===== config.mk =====
export PLATFORM = sky130hd
export DESIGN_NAME = frie_exec
export DESIGN_NICKNAME = d
export VERILOG_FILES = /design/src/hw/frie_pkg.sv /design/src/hw/frie_file_ram.sv /design/src/hw/frie_exec.sv
export SDC_FILE = /design/constraint.sdc
export NUM_CORES = 1
export LEC_CHECK = 0
export BUFFER_PORTS_ARGS = -buffer_cell sky130_fd_sc_hd__buf_2
export CORE_MARGIN = 1.5
export CORE_UTILIZATION = 65
export CTS_BUF_LIST = sky130_fd_sc_hd__clkbuf_8
export DETAILED_ROUTE_END_ITERATION = 12
export PLACE_DENSITY = 0.82
export SYNTH_ARGS = -nofsm -noshare
export SYNTH_HDL_FRONTEND = slang
export SYNTH_SLANG_ARGS = --single-unit

===== constraint.sdc =====
create_clock -name i_sys_clk -period 19.8 [get_ports i_sys_clk]
set_input_delay 2.97 -clock i_sys_clk [delete_from_list [all_inputs] [get_ports i_sys_clk]]
set_output_delay 2.97 -clock i_sys_clk [all_outputs]
set_load 0.05 [all_outputs]

===== src/hw/frie_pkg.sv =====
// Package for the file register instruction execution block
package frie_pkg;

  // Instruction word widths, program counter width and return stack size
  localparam int unsigned FRIE_ADDR_W = 7;
  localparam int unsigned FRIE_DATA_W = 8;
  localparam int unsigned FRIE_PC_W = 15;
  localparam int unsigned FRIE_LATCH_W = 7;
  localparam int unsigned FRIE_STACK_DEPTH = 16;
  localparam int unsigned FRIE_STACK_PTR_W = 4;

  // Opcode encodings of this group (designer chosen)
  typedef enum logic [2:0] {
    FRIE_OP_NONE = 3'b000,
    FRIE_OP_WDT_CLEAR = 3'b001,
    FRIE_OP_CALL_ACC = 3'b010,
    FRIE_OP_COMPLEMENT = 3'b011,
    FRIE_OP_CLEAR_FILE = 3'b100,
    FRIE_OP_CLEAR_ACC = 3'b101,
    FRIE_OP_DECREMENT = 3'b110,
    FRIE_OP_DEC_SKIP = 3'b111
  } frie_op_t;

  // Decoded instruction as carried into the executer
  typedef struct packed {
    frie_op_t op;
    logic dest_file;
    logic [FRIE_ADDR_W-1:0] addr;
  } frie_instr_t;

  // Register bus offsets
  localparam logic [11:0] FRIE_OFF_CTRL = 12'h000;
  localparam logic [11:0] FRIE_OFF_ACC = 12'h004;
  localparam logic [11:0] FRIE_OFF_LATCH = 12'h008;
  localparam logic [11:0] FRIE_OFF_STATUS = 12'h00C;
  localparam logic [11:0] FRIE_OFF_PC = 12'h010;
  localparam logic [11:0] FRIE_OFF_FILE = 12'h014;
  localparam logic [11:0] FRIE_OFF_WDT = 12'h018;
  localparam logic [11:0] FRIE_OFF_STACK = 12'h01C;

  // Ctrl register fields
  localparam int unsigned FRIE_CTRL_ADDR_LSB = 0;
  localparam int unsigned FRIE_CTRL_DEST_BIT = 7;
  localparam int unsigned FRIE_CTRL_OP_LSB = 8;
  localparam int unsigned FRIE_CTRL_GO_BIT = 31;
  localparam int unsigned FRIE_CTRL_OP_W = 3;

  // File write word fields
  localparam int unsigned FRIE_FILE_ADDR_LSB = 8;

  // Status register fields
  localparam int unsigned FRIE_ST_ZERO_BIT = 0;
  localparam int unsigned FRIE_ST_SLEEP_N_BIT = 1;
  localparam int unsigned FRIE_ST_TIMEOUT_N_BIT = 2;
  localparam int unsigned FRIE_ST_BUSY_BIT = 3;
  localparam int unsigned FRIE_ST_SKIP_BIT = 4;

  // Watchdog sizes
  localparam int unsigned FRIE_WDT_W = 16;
  localparam int unsigned FRIE_PRESC_W = 8;

  // Reset values and step constants
  localparam logic [FRIE_PC_W-1:0] FRIE_PC_RESET = 15'h0000;
  localparam logic [FRIE_DATA_W-1:0] FRIE_DATA_ZERO = 8'h00;
  localparam logic [FRIE_DATA_W-1:0] FRIE_DATA_ONE = 8'h01;
  localparam logic [FRIE_PC_W-1:0] FRIE_PC_ONE = 15'h0001;
  localparam logic [31:0] FRIE_BUS_ZERO = 32'h0000_0000;

endpackage


===== src/hw/frie_file_ram.sv =====
// Addressed file register array with one read and one write port
`timescale 1ns/1ps
module frie_file_ram #(
  parameter int unsigned ADDR_W = 7,
  parameter int unsigned DATA_W = 8
) (
  // Clock
  input wire logic i_sys_clk,
  // Write port
  input wire logic i_wr_en,
  input wire logic [ADDR_W-1:0] i_wr_addr,
  input wire logic [DATA_W-1:0] i_wr_data,
  // Read port
  input wire logic [ADDR_W-1:0] i_rd_addr,
  output logic [DATA_W-1:0] o_rd_data
);

  logic [DATA_W-1:0] mem [2**ADDR_W];

  // Synchronous write
  always_ff @(posedge i_sys_clk) begin
    if (i_wr_en) begin
      mem[i_wr_addr] <= i_wr_data;
    end
  end

  // Asynchronous read
  assign o_rd_data = mem[i_rd_addr];

endmodule // frie_file_ram


===== src/hw/frie_exec.sv =====
// Executer for the watchdog, call, clear, complement and decrement group
//
// Design decisions made here: the APB slave port and the register addresses.
`timescale 1ns/1ps
module frie_exec (
  // Clock and reset
  input wire logic i_sys_clk,
  input wire logic i_arst_n,
  // APB slave
  input wire logic i_psel,
  input wire logic i_penable,
  input wire logic i_pwrite,
  input wire logic [11:0] i_paddr,
  input wire logic [31:0] i_pwdata,
  output logic [31:0] o_prdata,
  output logic o_pready,
  output logic o_pslverr,
  // Core state
  output logic [frie_pkg::FRIE_PC_W-1:0] o_program_counter,
  output logic o_timeout_flag_n,
  output logic o_sleep_flag_n,
  output logic o_busy
);

  typedef enum logic [1:0] {
    FRIE_ST_IDLE = 2'b00,
    FRIE_ST_EXEC = 2'b01,
    FRIE_ST_SECOND = 2'b10
  } frie_state_t;

  frie_state_t state_reg;
  frie_pkg::frie_instr_t instr_reg;
  logic [frie_pkg::FRIE_DATA_W-1:0] acc_reg;
  logic [frie_pkg::FRIE_LATCH_W-1:0] upper_pc_latch_reg;
  logic [frie_pkg::FRIE_PC_W-1:0] pc_reg;
  logic zero_reg;
  logic timeout_n_reg;
  logic sleep_n_reg;
  logic skip_reg;
  logic [frie_pkg::FRIE_WDT_W-1:0] watchdog_counter_reg;
  logic [frie_pkg::FRIE_PRESC_W-1:0] presc_reg;
  logic [frie_pkg::FRIE_PC_W-1:0] stack_mem [frie_pkg::FRIE_STACK_DEPTH];
  logic [frie_pkg::FRIE_STACK_PTR_W-1:0] sp_reg;
  logic [frie_pkg::FRIE_PC_W-1:0] stack_top_entry;
  logic [31:0] rdata_reg;
  logic ready_reg;
  logic [frie_pkg::FRIE_DATA_W-1:0] file_rd;
  logic [frie_pkg::FRIE_DATA_W-1:0] result;
  logic result_valid;
  logic file_wr_en;
  logic [frie_pkg::FRIE_DATA_W-1:0] file_wr_data;
  logic [frie_pkg::FRIE_ADDR_W-1:0] file_wr_addr;
  logic bus_wr;
  logic bus_setup;
  logic exec_now;
  logic go_write;

  // Bus qualifiers
  assign bus_setup = i_psel && !i_penable;
  assign bus_wr = i_psel && i_penable && ready_reg && i_pwrite;
  assign go_write = bus_wr && (i_paddr == frie_pkg::FRIE_OFF_CTRL)
    && i_pwdata[frie_pkg::FRIE_CTRL_GO_BIT] && (state_reg == FRIE_ST_IDLE);
  assign exec_now = (state_reg == FRIE_ST_EXEC);
  assign stack_top_entry = stack_mem[sp_reg - 1'b1];

  // Result of the operand path
  always_comb begin
    result = frie_pkg::FRIE_DATA_ZERO;
    result_valid = 1'b0;
    unique case (instr_reg.op)
      frie_pkg::FRIE_OP_COMPLEMENT: begin
        result = ~file_rd;
        result_valid = 1'b1;
      end
      frie_pkg::FRIE_OP_DECREMENT,
      frie_pkg::FRIE_OP_DEC_SKIP: begin
        result = file_rd - frie_pkg::FRIE_DATA_ONE;
        result_valid = 1'b1;
      end
      default: begin
        result = frie_pkg::FRIE_DATA_ZERO;
        result_valid = 1'b0;
      end
    endcase
  end

  // File write: execution has priority over software
  always_comb begin
    file_wr_en = 1'b0;
    file_wr_addr = instr_reg.addr;
    file_wr_data = result;
    if (exec_now && instr_reg.op == frie_pkg::FRIE_OP_CLEAR_FILE) begin
      file_wr_en = 1'b1;
      file_wr_data = frie_pkg::FRIE_DATA_ZERO;
    end else if (exec_now && result_valid && instr_reg.dest_file) begin
      file_wr_en = 1'b1;
    end else if (bus_wr && i_paddr == frie_pkg::FRIE_OFF_FILE) begin
      file_wr_en = 1'b1;
      file_wr_addr = i_pwdata[frie_pkg::FRIE_FILE_ADDR_LSB +:
        frie_pkg::FRIE_ADDR_W];
      file_wr_data = i_pwdata[frie_pkg::FRIE_DATA_W-1:0];
    end
  end

  frie_file_ram #(
    .ADDR_W(frie_pkg::FRIE_ADDR_W),
    .DATA_W(frie_pkg::FRIE_DATA_W)
  ) u_file (
    .i_sys_clk(i_sys_clk),
    .i_wr_en(file_wr_en),
    .i_wr_addr(file_wr_addr),
    .i_wr_data(file_wr_data),
    .i_rd_addr(instr_reg.addr),
    .o_rd_data(file_rd)
  );

  // Sequencer
  always_ff @(posedge i_sys_clk or negedge i_arst_n) begin
    if (!i_arst_n) begin
      state_reg <= FRIE_ST_IDLE;
    end else begin
      unique case (state_reg)
        FRIE_ST_IDLE: begin
          if (go_write) begin
            state_reg <= FRIE_ST_EXEC;
          end
        end
        FRIE_ST_EXEC: begin
          if (instr_reg.op == frie_pkg::FRIE_OP_CALL_ACC) begin
            state_reg <= FRIE_ST_SECOND;
          end else if (instr_reg.op == frie_pkg::FRIE_OP_DEC_SKIP
              && result == frie_pkg::FRIE_DATA_ZERO) begin
            state_reg <= FRIE_ST_SECOND;
          end else begin
            state_reg <= FRIE_ST_IDLE;
          end
        end
        FRIE_ST_SECOND: begin
          state_reg <= FRIE_ST_IDLE;
        end
        default: begin
          state_reg <= FRIE_ST_IDLE;
        end
      endcase
    end
  end

  // Instruction capture
  always_ff @(posedge i_sys_clk or negedge i_arst_n) begin
    if (!i_arst_n) begin
      instr_reg <= '0;
    end else if (go_write) begin
      // Seven bit address, one bit select
      instr_reg.addr <= i_pwdata[frie_pkg::FRIE_CTRL_ADDR_LSB +:
        frie_pkg::FRIE_ADDR_W];
      instr_reg.dest_file <= i_pwdata[frie_pkg::FRIE_CTRL_DEST_BIT];
      instr_reg.op <= frie_pkg::frie_op_t'(
        i_pwdata[frie_pkg::FRIE_CTRL_OP_LSB +: frie_pkg::FRIE_CTRL_OP_W]);
    end
  end

  // Accumulator
  always_ff @(posedge i_sys_clk or negedge i_arst_n) begin
    if (!i_arst_n) begin
      acc_reg <= frie_pkg::FRIE_DATA_ZERO;
    end else if (exec_now && instr_reg.op == frie_pkg::FRIE_OP_CLEAR_ACC) begin
      acc_reg <= frie_pkg::FRIE_DATA_ZERO;
    end else if (exec_now && result_valid && !instr_reg.dest_file) begin
      acc_reg <= result;
    end else if (bus_wr && i_paddr == frie_pkg::FRIE_OFF_ACC) begin
      acc_reg <= i_pwdata[frie_pkg::FRIE_DATA_W-1:0];
    end
  end

  // Upper latch
  always_ff @(posedge i_sys_clk or negedge i_arst_n) begin
    if (!i_arst_n) begin
      upper_pc_latch_reg <= '0;
    end else if (bus_wr && i_paddr == frie_pkg::FRIE_OFF_LATCH) begin
      upper_pc_latch_reg <= i_pwdata[frie_pkg::FRIE_LATCH_W-1:0];
    end
  end

  // Program counter
  always_ff @(posedge i_sys_clk or negedge i_arst_n) begin
    if (!i_arst_n) begin
      pc_reg <= frie_pkg::FRIE_PC_RESET;
    end else if (exec_now && instr_reg.op == frie_pkg::FRIE_OP_CALL_ACC) begin
      pc_reg <= {upper_pc_latch_reg, acc_reg};
    end else if (exec_now) begin
      pc_reg <= pc_reg + frie_pkg::FRIE_PC_ONE;
    end else if (state_reg == FRIE_ST_SECOND && skip_reg) begin
      pc_reg <= pc_reg + frie_pkg::FRIE_PC_ONE;
    end else if (bus_wr && i_paddr == frie_pkg::FRIE_OFF_PC) begin
      pc_reg <= i_pwdata[frie_pkg::FRIE_PC_W-1:0];
    end
  end

  // Return stack
  always_ff @(posedge i_sys_clk or negedge i_arst_n) begin
    if (!i_arst_n) begin
      sp_reg <= '0;
    end else if (exec_now && instr_reg.op == frie_pkg::FRIE_OP_CALL_ACC) begin
      sp_reg <= sp_reg + 1'b1;
    end
  end

  always_ff @(posedge i_sys_clk) begin
    if (exec_now && instr_reg.op == frie_pkg::FRIE_OP_CALL_ACC) begin
      stack_mem[sp_reg] <= pc_reg + frie_pkg::FRIE_PC_ONE;
    end
  end

  // Skip marker
  always_ff @(posedge i_sys_clk or negedge i_arst_n) begin
    if (!i_arst_n) begin
      skip_reg <= 1'b0;
    end else if (exec_now) begin
      skip_reg <= instr_reg.op == frie_pkg::FRIE_OP_DEC_SKIP
        && result == frie_pkg::FRIE_DATA_ZERO;
    end
  end

  // Zero flag
  always_ff @(posedge i_sys_clk or negedge i_arst_n) begin
    if (!i_arst_n) begin
      zero_reg <= 1'b0;
    end else if (exec_now) begin
      unique case (instr_reg.op)
        frie_pkg::FRIE_OP_CLEAR_FILE,
        frie_pkg::FRIE_OP_CLEAR_ACC: zero_reg <= 1'b1;
        frie_pkg::FRIE_OP_COMPLEMENT,
        frie_pkg::FRIE_OP_DECREMENT:
          zero_reg <= (result == frie_pkg::FRIE_DATA_ZERO);
        default: zero_reg <= zero_reg;
      endcase
    end
  end

  // Watchdog counter and prescaler, free running
  always_ff @(posedge i_sys_clk or negedge i_arst_n) begin
    if (!i_arst_n) begin
      watchdog_counter_reg <= '0;
      presc_reg <= '0;
    end else if (exec_now && instr_reg.op == frie_pkg::FRIE_OP_WDT_CLEAR) begin
      watchdog_counter_reg <= '0;
      presc_reg <= '0;
    end else begin
      presc_reg <= presc_reg + 1'b1;
      if (&presc_reg) begin
        watchdog_counter_reg <= watchdog_counter_reg + 1'b1;
      end
    end
  end

  // Power flags, cleared low by software writes of zero
  always_ff @(posedge i_sys_clk or negedge i_arst_n) begin
    if (!i_arst_n) begin
      timeout_n_reg <= 1'b1;
      sleep_n_reg <= 1'b1;
    end else if (exec_now && instr_reg.op == frie_pkg::FRIE_OP_WDT_CLEAR) begin
      timeout_n_reg <= 1'b1;
      sleep_n_reg <= 1'b1;
    end else if (bus_wr && i_paddr == frie_pkg::FRIE_OFF_STATUS) begin
      timeout_n_reg <= i_pwdata[frie_pkg::FRIE_ST_TIMEOUT_N_BIT];
      sleep_n_reg <= i_pwdata[frie_pkg::FRIE_ST_SLEEP_N_BIT];
    end
  end

  // APB read mux and ready, no wait state
  always_ff @(posedge i_sys_clk or negedge i_arst_n) begin
    if (!i_arst_n) begin
      rdata_reg <= frie_pkg::FRIE_BUS_ZERO;
      ready_reg <= 1'b0;
    end else begin
      ready_reg <= bus_setup;
      if (bus_setup) begin
        rdata_reg <= frie_pkg::FRIE_BUS_ZERO;
        unique case (i_paddr)
          frie_pkg::FRIE_OFF_CTRL: rdata_reg[10:0] <=
            {instr_reg.op, instr_reg.dest_file, instr_reg.addr};
          frie_pkg::FRIE_OFF_ACC: rdata_reg[7:0] <= acc_reg;
          frie_pkg::FRIE_OFF_LATCH: rdata_reg[6:0] <= upper_pc_latch_reg;
          frie_pkg::FRIE_OFF_STATUS: rdata_reg[4:0] <= {skip_reg,
            state_reg != FRIE_ST_IDLE, timeout_n_reg, sleep_n_reg, zero_reg};
          frie_pkg::FRIE_OFF_PC: rdata_reg[14:0] <= pc_reg;
          frie_pkg::FRIE_OFF_FILE: rdata_reg[7:0] <= file_rd;
          frie_pkg::FRIE_OFF_WDT: rdata_reg[15:0] <= watchdog_counter_reg;
          frie_pkg::FRIE_OFF_STACK: rdata_reg[14:0] <= stack_top_entry;
          default: rdata_reg <= frie_pkg::FRIE_BUS_ZERO;
        endcase
      end
    end
  end

  // Registered outputs, slave error tied low
  assign o_prdata = rdata_reg;
  assign o_pready = ready_reg;
  assign o_pslverr = 1'b0;
  assign o_program_counter = pc_reg;
  assign o_timeout_flag_n = timeout_n_reg;
  assign o_sleep_flag_n = sleep_n_reg;
  always_ff @(posedge i_sys_clk or negedge i_arst_n) begin
    if (!i_arst_n) begin
      o_busy <= 1'b0;
    end else begin
      o_busy <= go_write || (state_reg == FRIE_ST_EXEC
        && (instr_reg.op == frie_pkg::FRIE_OP_CALL_ACC
        || (instr_reg.op == frie_pkg::FRIE_OP_DEC_SKIP
        && result == frie_pkg::FRIE_DATA_ZERO)));
    end
  end

endmodule // frie_exec


==> tab_implementation.tex <==
\begin{tabular}{lr}
\hline
Metric & Value \\
\hline
\multicolumn{2}{l}{\textbf{Status}} \\
Result of the run & complete, no violations \\
\multicolumn{2}{l}{\textbf{Clock tree}} \\
Skew-Pair Late Insertion Delay & 900 ps \\
Cts bufs inserted & 200 \\
Number of buffers added to fix hold violations after cts & 0 \\
Number of cells upsized or downsized after cts & 0 \\
CTS tree & built \\
Post-CTS setup buffers & 0 \\
Count of H-tree levels built during CTS & 4 \\
Clock tree root driver cell & sky130\_fd\_sc\_hd\_\_clkbuf\_8 \\
Number of clock sinks seen by CTS & 1357 \\
Number of buffers on the longest clock path & 3 \\
Clock-pin slew of the registers on the worst-case setup and hold paths & 60 ps \\
\multicolumn{2}{l}{\textbf{Setup path}} \\
Crit Path Max Fanout & 96 \\
Critical Path Slowest Stage Cell & sky130\_fd\_sc\_hd\_\_dfrtp\_4 \\
Cell-by-cell trace of the critical path & buf\_4 -> buf\_4 -> mux4\_2 -> mux4\_2 -> o211ai\_1 -> nand4\_1 -> nor2\_1 -> nand4\_1 -> xor2\_1 -> a22oi\_1 -> o21ai\_4 -> buf\_4 \\
Buf/Inv on CP & 3 \\
Worst path arrival time & 8380 ps \\
CP peak stage delay & 950 ps \\
Worst Setup Path Type & reg -> reg \\
Endpoint required time on the critical path & about 20000 ps \\
Most used cell, CP & sky130\_fd\_sc\_hd\_\_buf\_4 \\
Setup crit end kind & register \\
CP startpoint kind & register \\
Top delay family on crit path & buffers and inverters \\
\multicolumn{2}{l}{\textbf{Synth}} \\
Share of synthesized flip-flops with an asynchronous set or reset & 0.06853 \\
\#FFs+latches synth & 1357 \\
Synthesized area per cell & around 19 um2 \\
Total standard cell area after synthesis & $\sim$55000 um2 \\
Main flop type after synthesis & sky130\_fd\_sc\_hd\_\_edfxtp\_1 \\
Sequential area share after synthesis & 0.7374 \\
Number of enable-type register cells in the synthesized netlist & 1264 \\
Library cells used by synthesis & slightly above 70 \\
Synthesized netlist cell count & between 2000 and 3000 \\
Yosys synthesis warning count & 0 \\
\multicolumn{2}{l}{\textbf{Drt}} \\
Routed Antenna Nets & 0 \\
DRT Wirelength & $\sim$130000 um \\
First-iteration detailed-routing DRC count & 3713 \\
Routed length per instance & 29.94 um \\
Vias post-DR & 29434 \\
First-pass iteration count of the detailed router & 7 \\
Via/cell ratio & just under 7 \\
DRC violation count after routing & 0 \\
\multicolumn{2}{l}{\textbf{Timing}} \\
Hold WS & 455.7 ps \\
Setup repair after global routing missed its margin & no \\
Min setup slack post-route & around 12000 ps \\
Achievable clock frequency & 127.0 MHz \\
Total Negative Setup Slacks & 0 ps \\
Slew at the pin with the worst max-slew slack & 1267 ps \\
Time the final worst path needs with I/O delays and setup & 7875 ps \\
Count of pins over their slew limit & 0 \\
Final-report setup violation count & 0 \\
Worst clock skew & 66.74 ps \\
Relative slew margins & 0.1527 \\
Number of failing hold endpoints at the final stage & 0 \\
Fin crit share & 0.3977 \\
\multicolumn{2}{l}{\textbf{Floorplanning}} \\
Floorplan die height & 292.9 um \\
Number of I/O pins & 101 \\
Horizontal extent of the die & roughly 290 um \\
Placeable Area & 83420 um2 \\
Effective utilization at floorplan & 0.6549 \\
Site Rows & 106 \\
Die Outline Area & 85800 um2 \\
\multicolumn{2}{l}{\textbf{Pwr}} \\
IR Drop Worst-Case VDD & 68.33 uV \\
Cell leakage power & 18.94 nW \\
Total power consumption of the routed design & approximately 5.1 mW \\
Power density normalized to cell area & 85.82 nW/um2 \\
\multicolumn{2}{l}{\textbf{Global route}} \\
Antenna violations before repair & 3 \\
Wire length of the first global-routing pass & approximately 190000 um \\
Largest net degree at the start of global routing & 129 \\
Residual overflow from global routing & 0 \\
Total routing usage reported by global routing & 0.3086 \\
Number of global-route vias before repair & 29699 \\
\multicolumn{2}{l}{\textbf{Layout}} \\
Max FFs per register & slightly above 1000 \\
Total area of multi-input combinational cells & around 14000 um2 \\
Final Instance Count excl. Fillers & 4325 \\
Fraction of the core area covered by cells at the end of the flow & 0.7174 \\
Combined flip-flop and latch cell area & 40300 um2 \\
Register ranked first by flip-flop count & u\_file.mem \\
Area growth, synth to finish & 9.550\% \\
Fraction of layout instances using a drive strength above 1 & 0.2324 \\
Final Cell Area & 59850 um2 \\
Total Nets Final & 3146 \\
Largest registers in the final layout & u\_file.mem (1024), stack\_mem (240) \\
Fill count & 4715 \\
\multicolumn{2}{l}{\textbf{Flow run}} \\
Total of max-cap violations & 0 \\
\multicolumn{2}{l}{\textbf{Hold path}} \\
Tightest Hold Check Type & reg -> reg \\
\multicolumn{2}{l}{\textbf{Place}} \\
Cell count after placement & 3967 \\
Post-place setup slack & 12000 ps \\
Input/output buffers & 67 \\
Placer's final routability congestion estimate & 0.9142 \\
Hpwl dp & between 70000 and 80000 um \\
Post-Place Cell Area & 56310 um2 \\
\hline
\end{tabular}
[per-layer routing]
layer  share of wire  global-route usage  vias to the layer above
li1                -                   -                    12119
met1            0.35              0.4086                    14921
met2            0.49              0.4887                     1995
met3            0.11             0.07632                      395
met4           0.048              0.1471                        4
met5         0.00055            0.006239                        -
[Yosys cell counts (17+ instances only)]
cell,instances,area [um2]
sky130_fd_sc_hd__nand2_1,171,641.9
sky130_fd_sc_hd__mux2i_1,148,1481
sky130_fd_sc_hd__nand4_1,21,131.4
sky130_fd_sc_hd__a22oi_1,49,367.9
sky130_fd_sc_hd__o21ai_1,18,90.09
sky130_fd_sc_hd__nor3_1,23,115.1
sky130_fd_sc_hd__nor2b_1,17,106.4
sky130_fd_sc_hd__edfxtp_1,1264,37960
sky130_fd_sc_hd__nand3_1,24,120.1
sky130_fd_sc_hd__nand2b_1,24,150.1
sky130_fd_sc_hd__o21ai_0,63,315.3
sky130_fd_sc_hd__nor2_1,207,777.0
sky130_fd_sc_hd__clkbuf_1,95,356.6
sky130_fd_sc_hd__dfrtp_1,91,2277
sky130_fd_sc_hd__mux4_2,308,6937
sky130_fd_sc_hd__a22o_1,17,148.9
sky130_fd_sc_hd__buf_4,26,195.2
sky130_fd_sc_hd__buf_2,31,155.2
sky130_fd_sc_hd__xnor2_1,22,192.7
sky130_fd_sc_hd__a21oi_1,56,280.3
[area by class of cell]
class                           count  share of cell area
Clock buffer                      204             0.04691
Timing Repair Buffer              146             0.01597
Sequential cell                  1357              0.6734
Inverter                           12           0.0007526
Tap cell                         1080             0.02258
Antenna cell                        1          0.00004181
Multi-Input combinational cell   1372              0.2283
Clock inverter                    153             0.01208
[layout by cell type (no fill, tap or decap), types with 46 or more instances in the layout]
| cell | netlist | layout |
|---|---|---|
| sky130_fd_sc_hd__a21oi_1 | 56 | 56 |
| sky130_fd_sc_hd__a22oi_1 | 49 | 49 |
| sky130_fd_sc_hd__buf_2 | 31 | 66 |
| sky130_fd_sc_hd__buf_4 | 26 | 78 |
| sky130_fd_sc_hd__clkbuf_8 | 0 | 204 |
| sky130_fd_sc_hd__clkinv_1 | 0 | 46 |
| sky130_fd_sc_hd__dfrtp_1 | 91 | 86 |
| sky130_fd_sc_hd__edfxtp_1 | 1264 | 1264 |
| sky130_fd_sc_hd__inv_1 | 11 | 83 |
| sky130_fd_sc_hd__mux2i_1 | 148 | 148 |
| sky130_fd_sc_hd__mux4_2 | 308 | 308 |
| sky130_fd_sc_hd__nand2_1 | 171 | 171 |
| sky130_fd_sc_hd__nor2_1 | 207 | 206 |
| sky130_fd_sc_hd__o21ai_0 | 63 | 59 |
[kinds of logic after synthesis]
family          Yosys count  share of synthesized area
flops                  1357                     0.7374
simple gates            536                    0.04347
mux                     473                     0.1578
compound gates          301                    0.03699
buf+inv                 187                    0.01644
xor+xnor                 37                   0.005932
fa+ha+maj                 8                   0.001832
other cells               1                 0.00006864
[power breakdown]
group / leakage [nW] / internal (mW) / switching, mW
Clock: 2.07 / 0.963 / 1.05
Combinational: 4.00 / 0.00590 / 0.0222
Sequential: 12.9 / 3.09 / 0.00157
[worst paths after layout]
path	from	endpoint	slack, ps	depth (start not counted)
max	instr_reg[1]	u_file.mem[62][7]	11920	12
min	presc_reg[0]	presc_reg[0]	460	1
max reg2reg	instr_reg[1]	u_file.mem[62][7]	11920	12
min reg2reg	presc_reg[0]	presc_reg[0]	460	1
max in group asynchronous	i_arst_n	instr_reg[0]	16470	2
min in group asynchronous	i_arst_n	o_program_counter[2]	2050	1
[worst reg2reg max path: stages, from the launching register on]
cell and delay, ps:
sky130_fd_sc_hd__dfrtp_4 950, sky130_fd_sc_hd__buf_4 860, sky130_fd_sc_hd__buf_4 830, sky130_fd_sc_hd__mux4_2 700, sky130_fd_sc_hd__mux4_2 540, sky130_fd_sc_hd__o211ai_1 390, sky130_fd_sc_hd__nand4_1 460, sky130_fd_sc_hd__nor2_1 340
sky130_fd_sc_hd__nand4_1 200, sky130_fd_sc_hd__xor2_1 240, sky130_fd_sc_hd__a22oi_1 150, sky130_fd_sc_hd__o21ai_4 850, sky130_fd_sc_hd__buf_4 920
No activity file was read; power rests on OpenSTA's default activity.
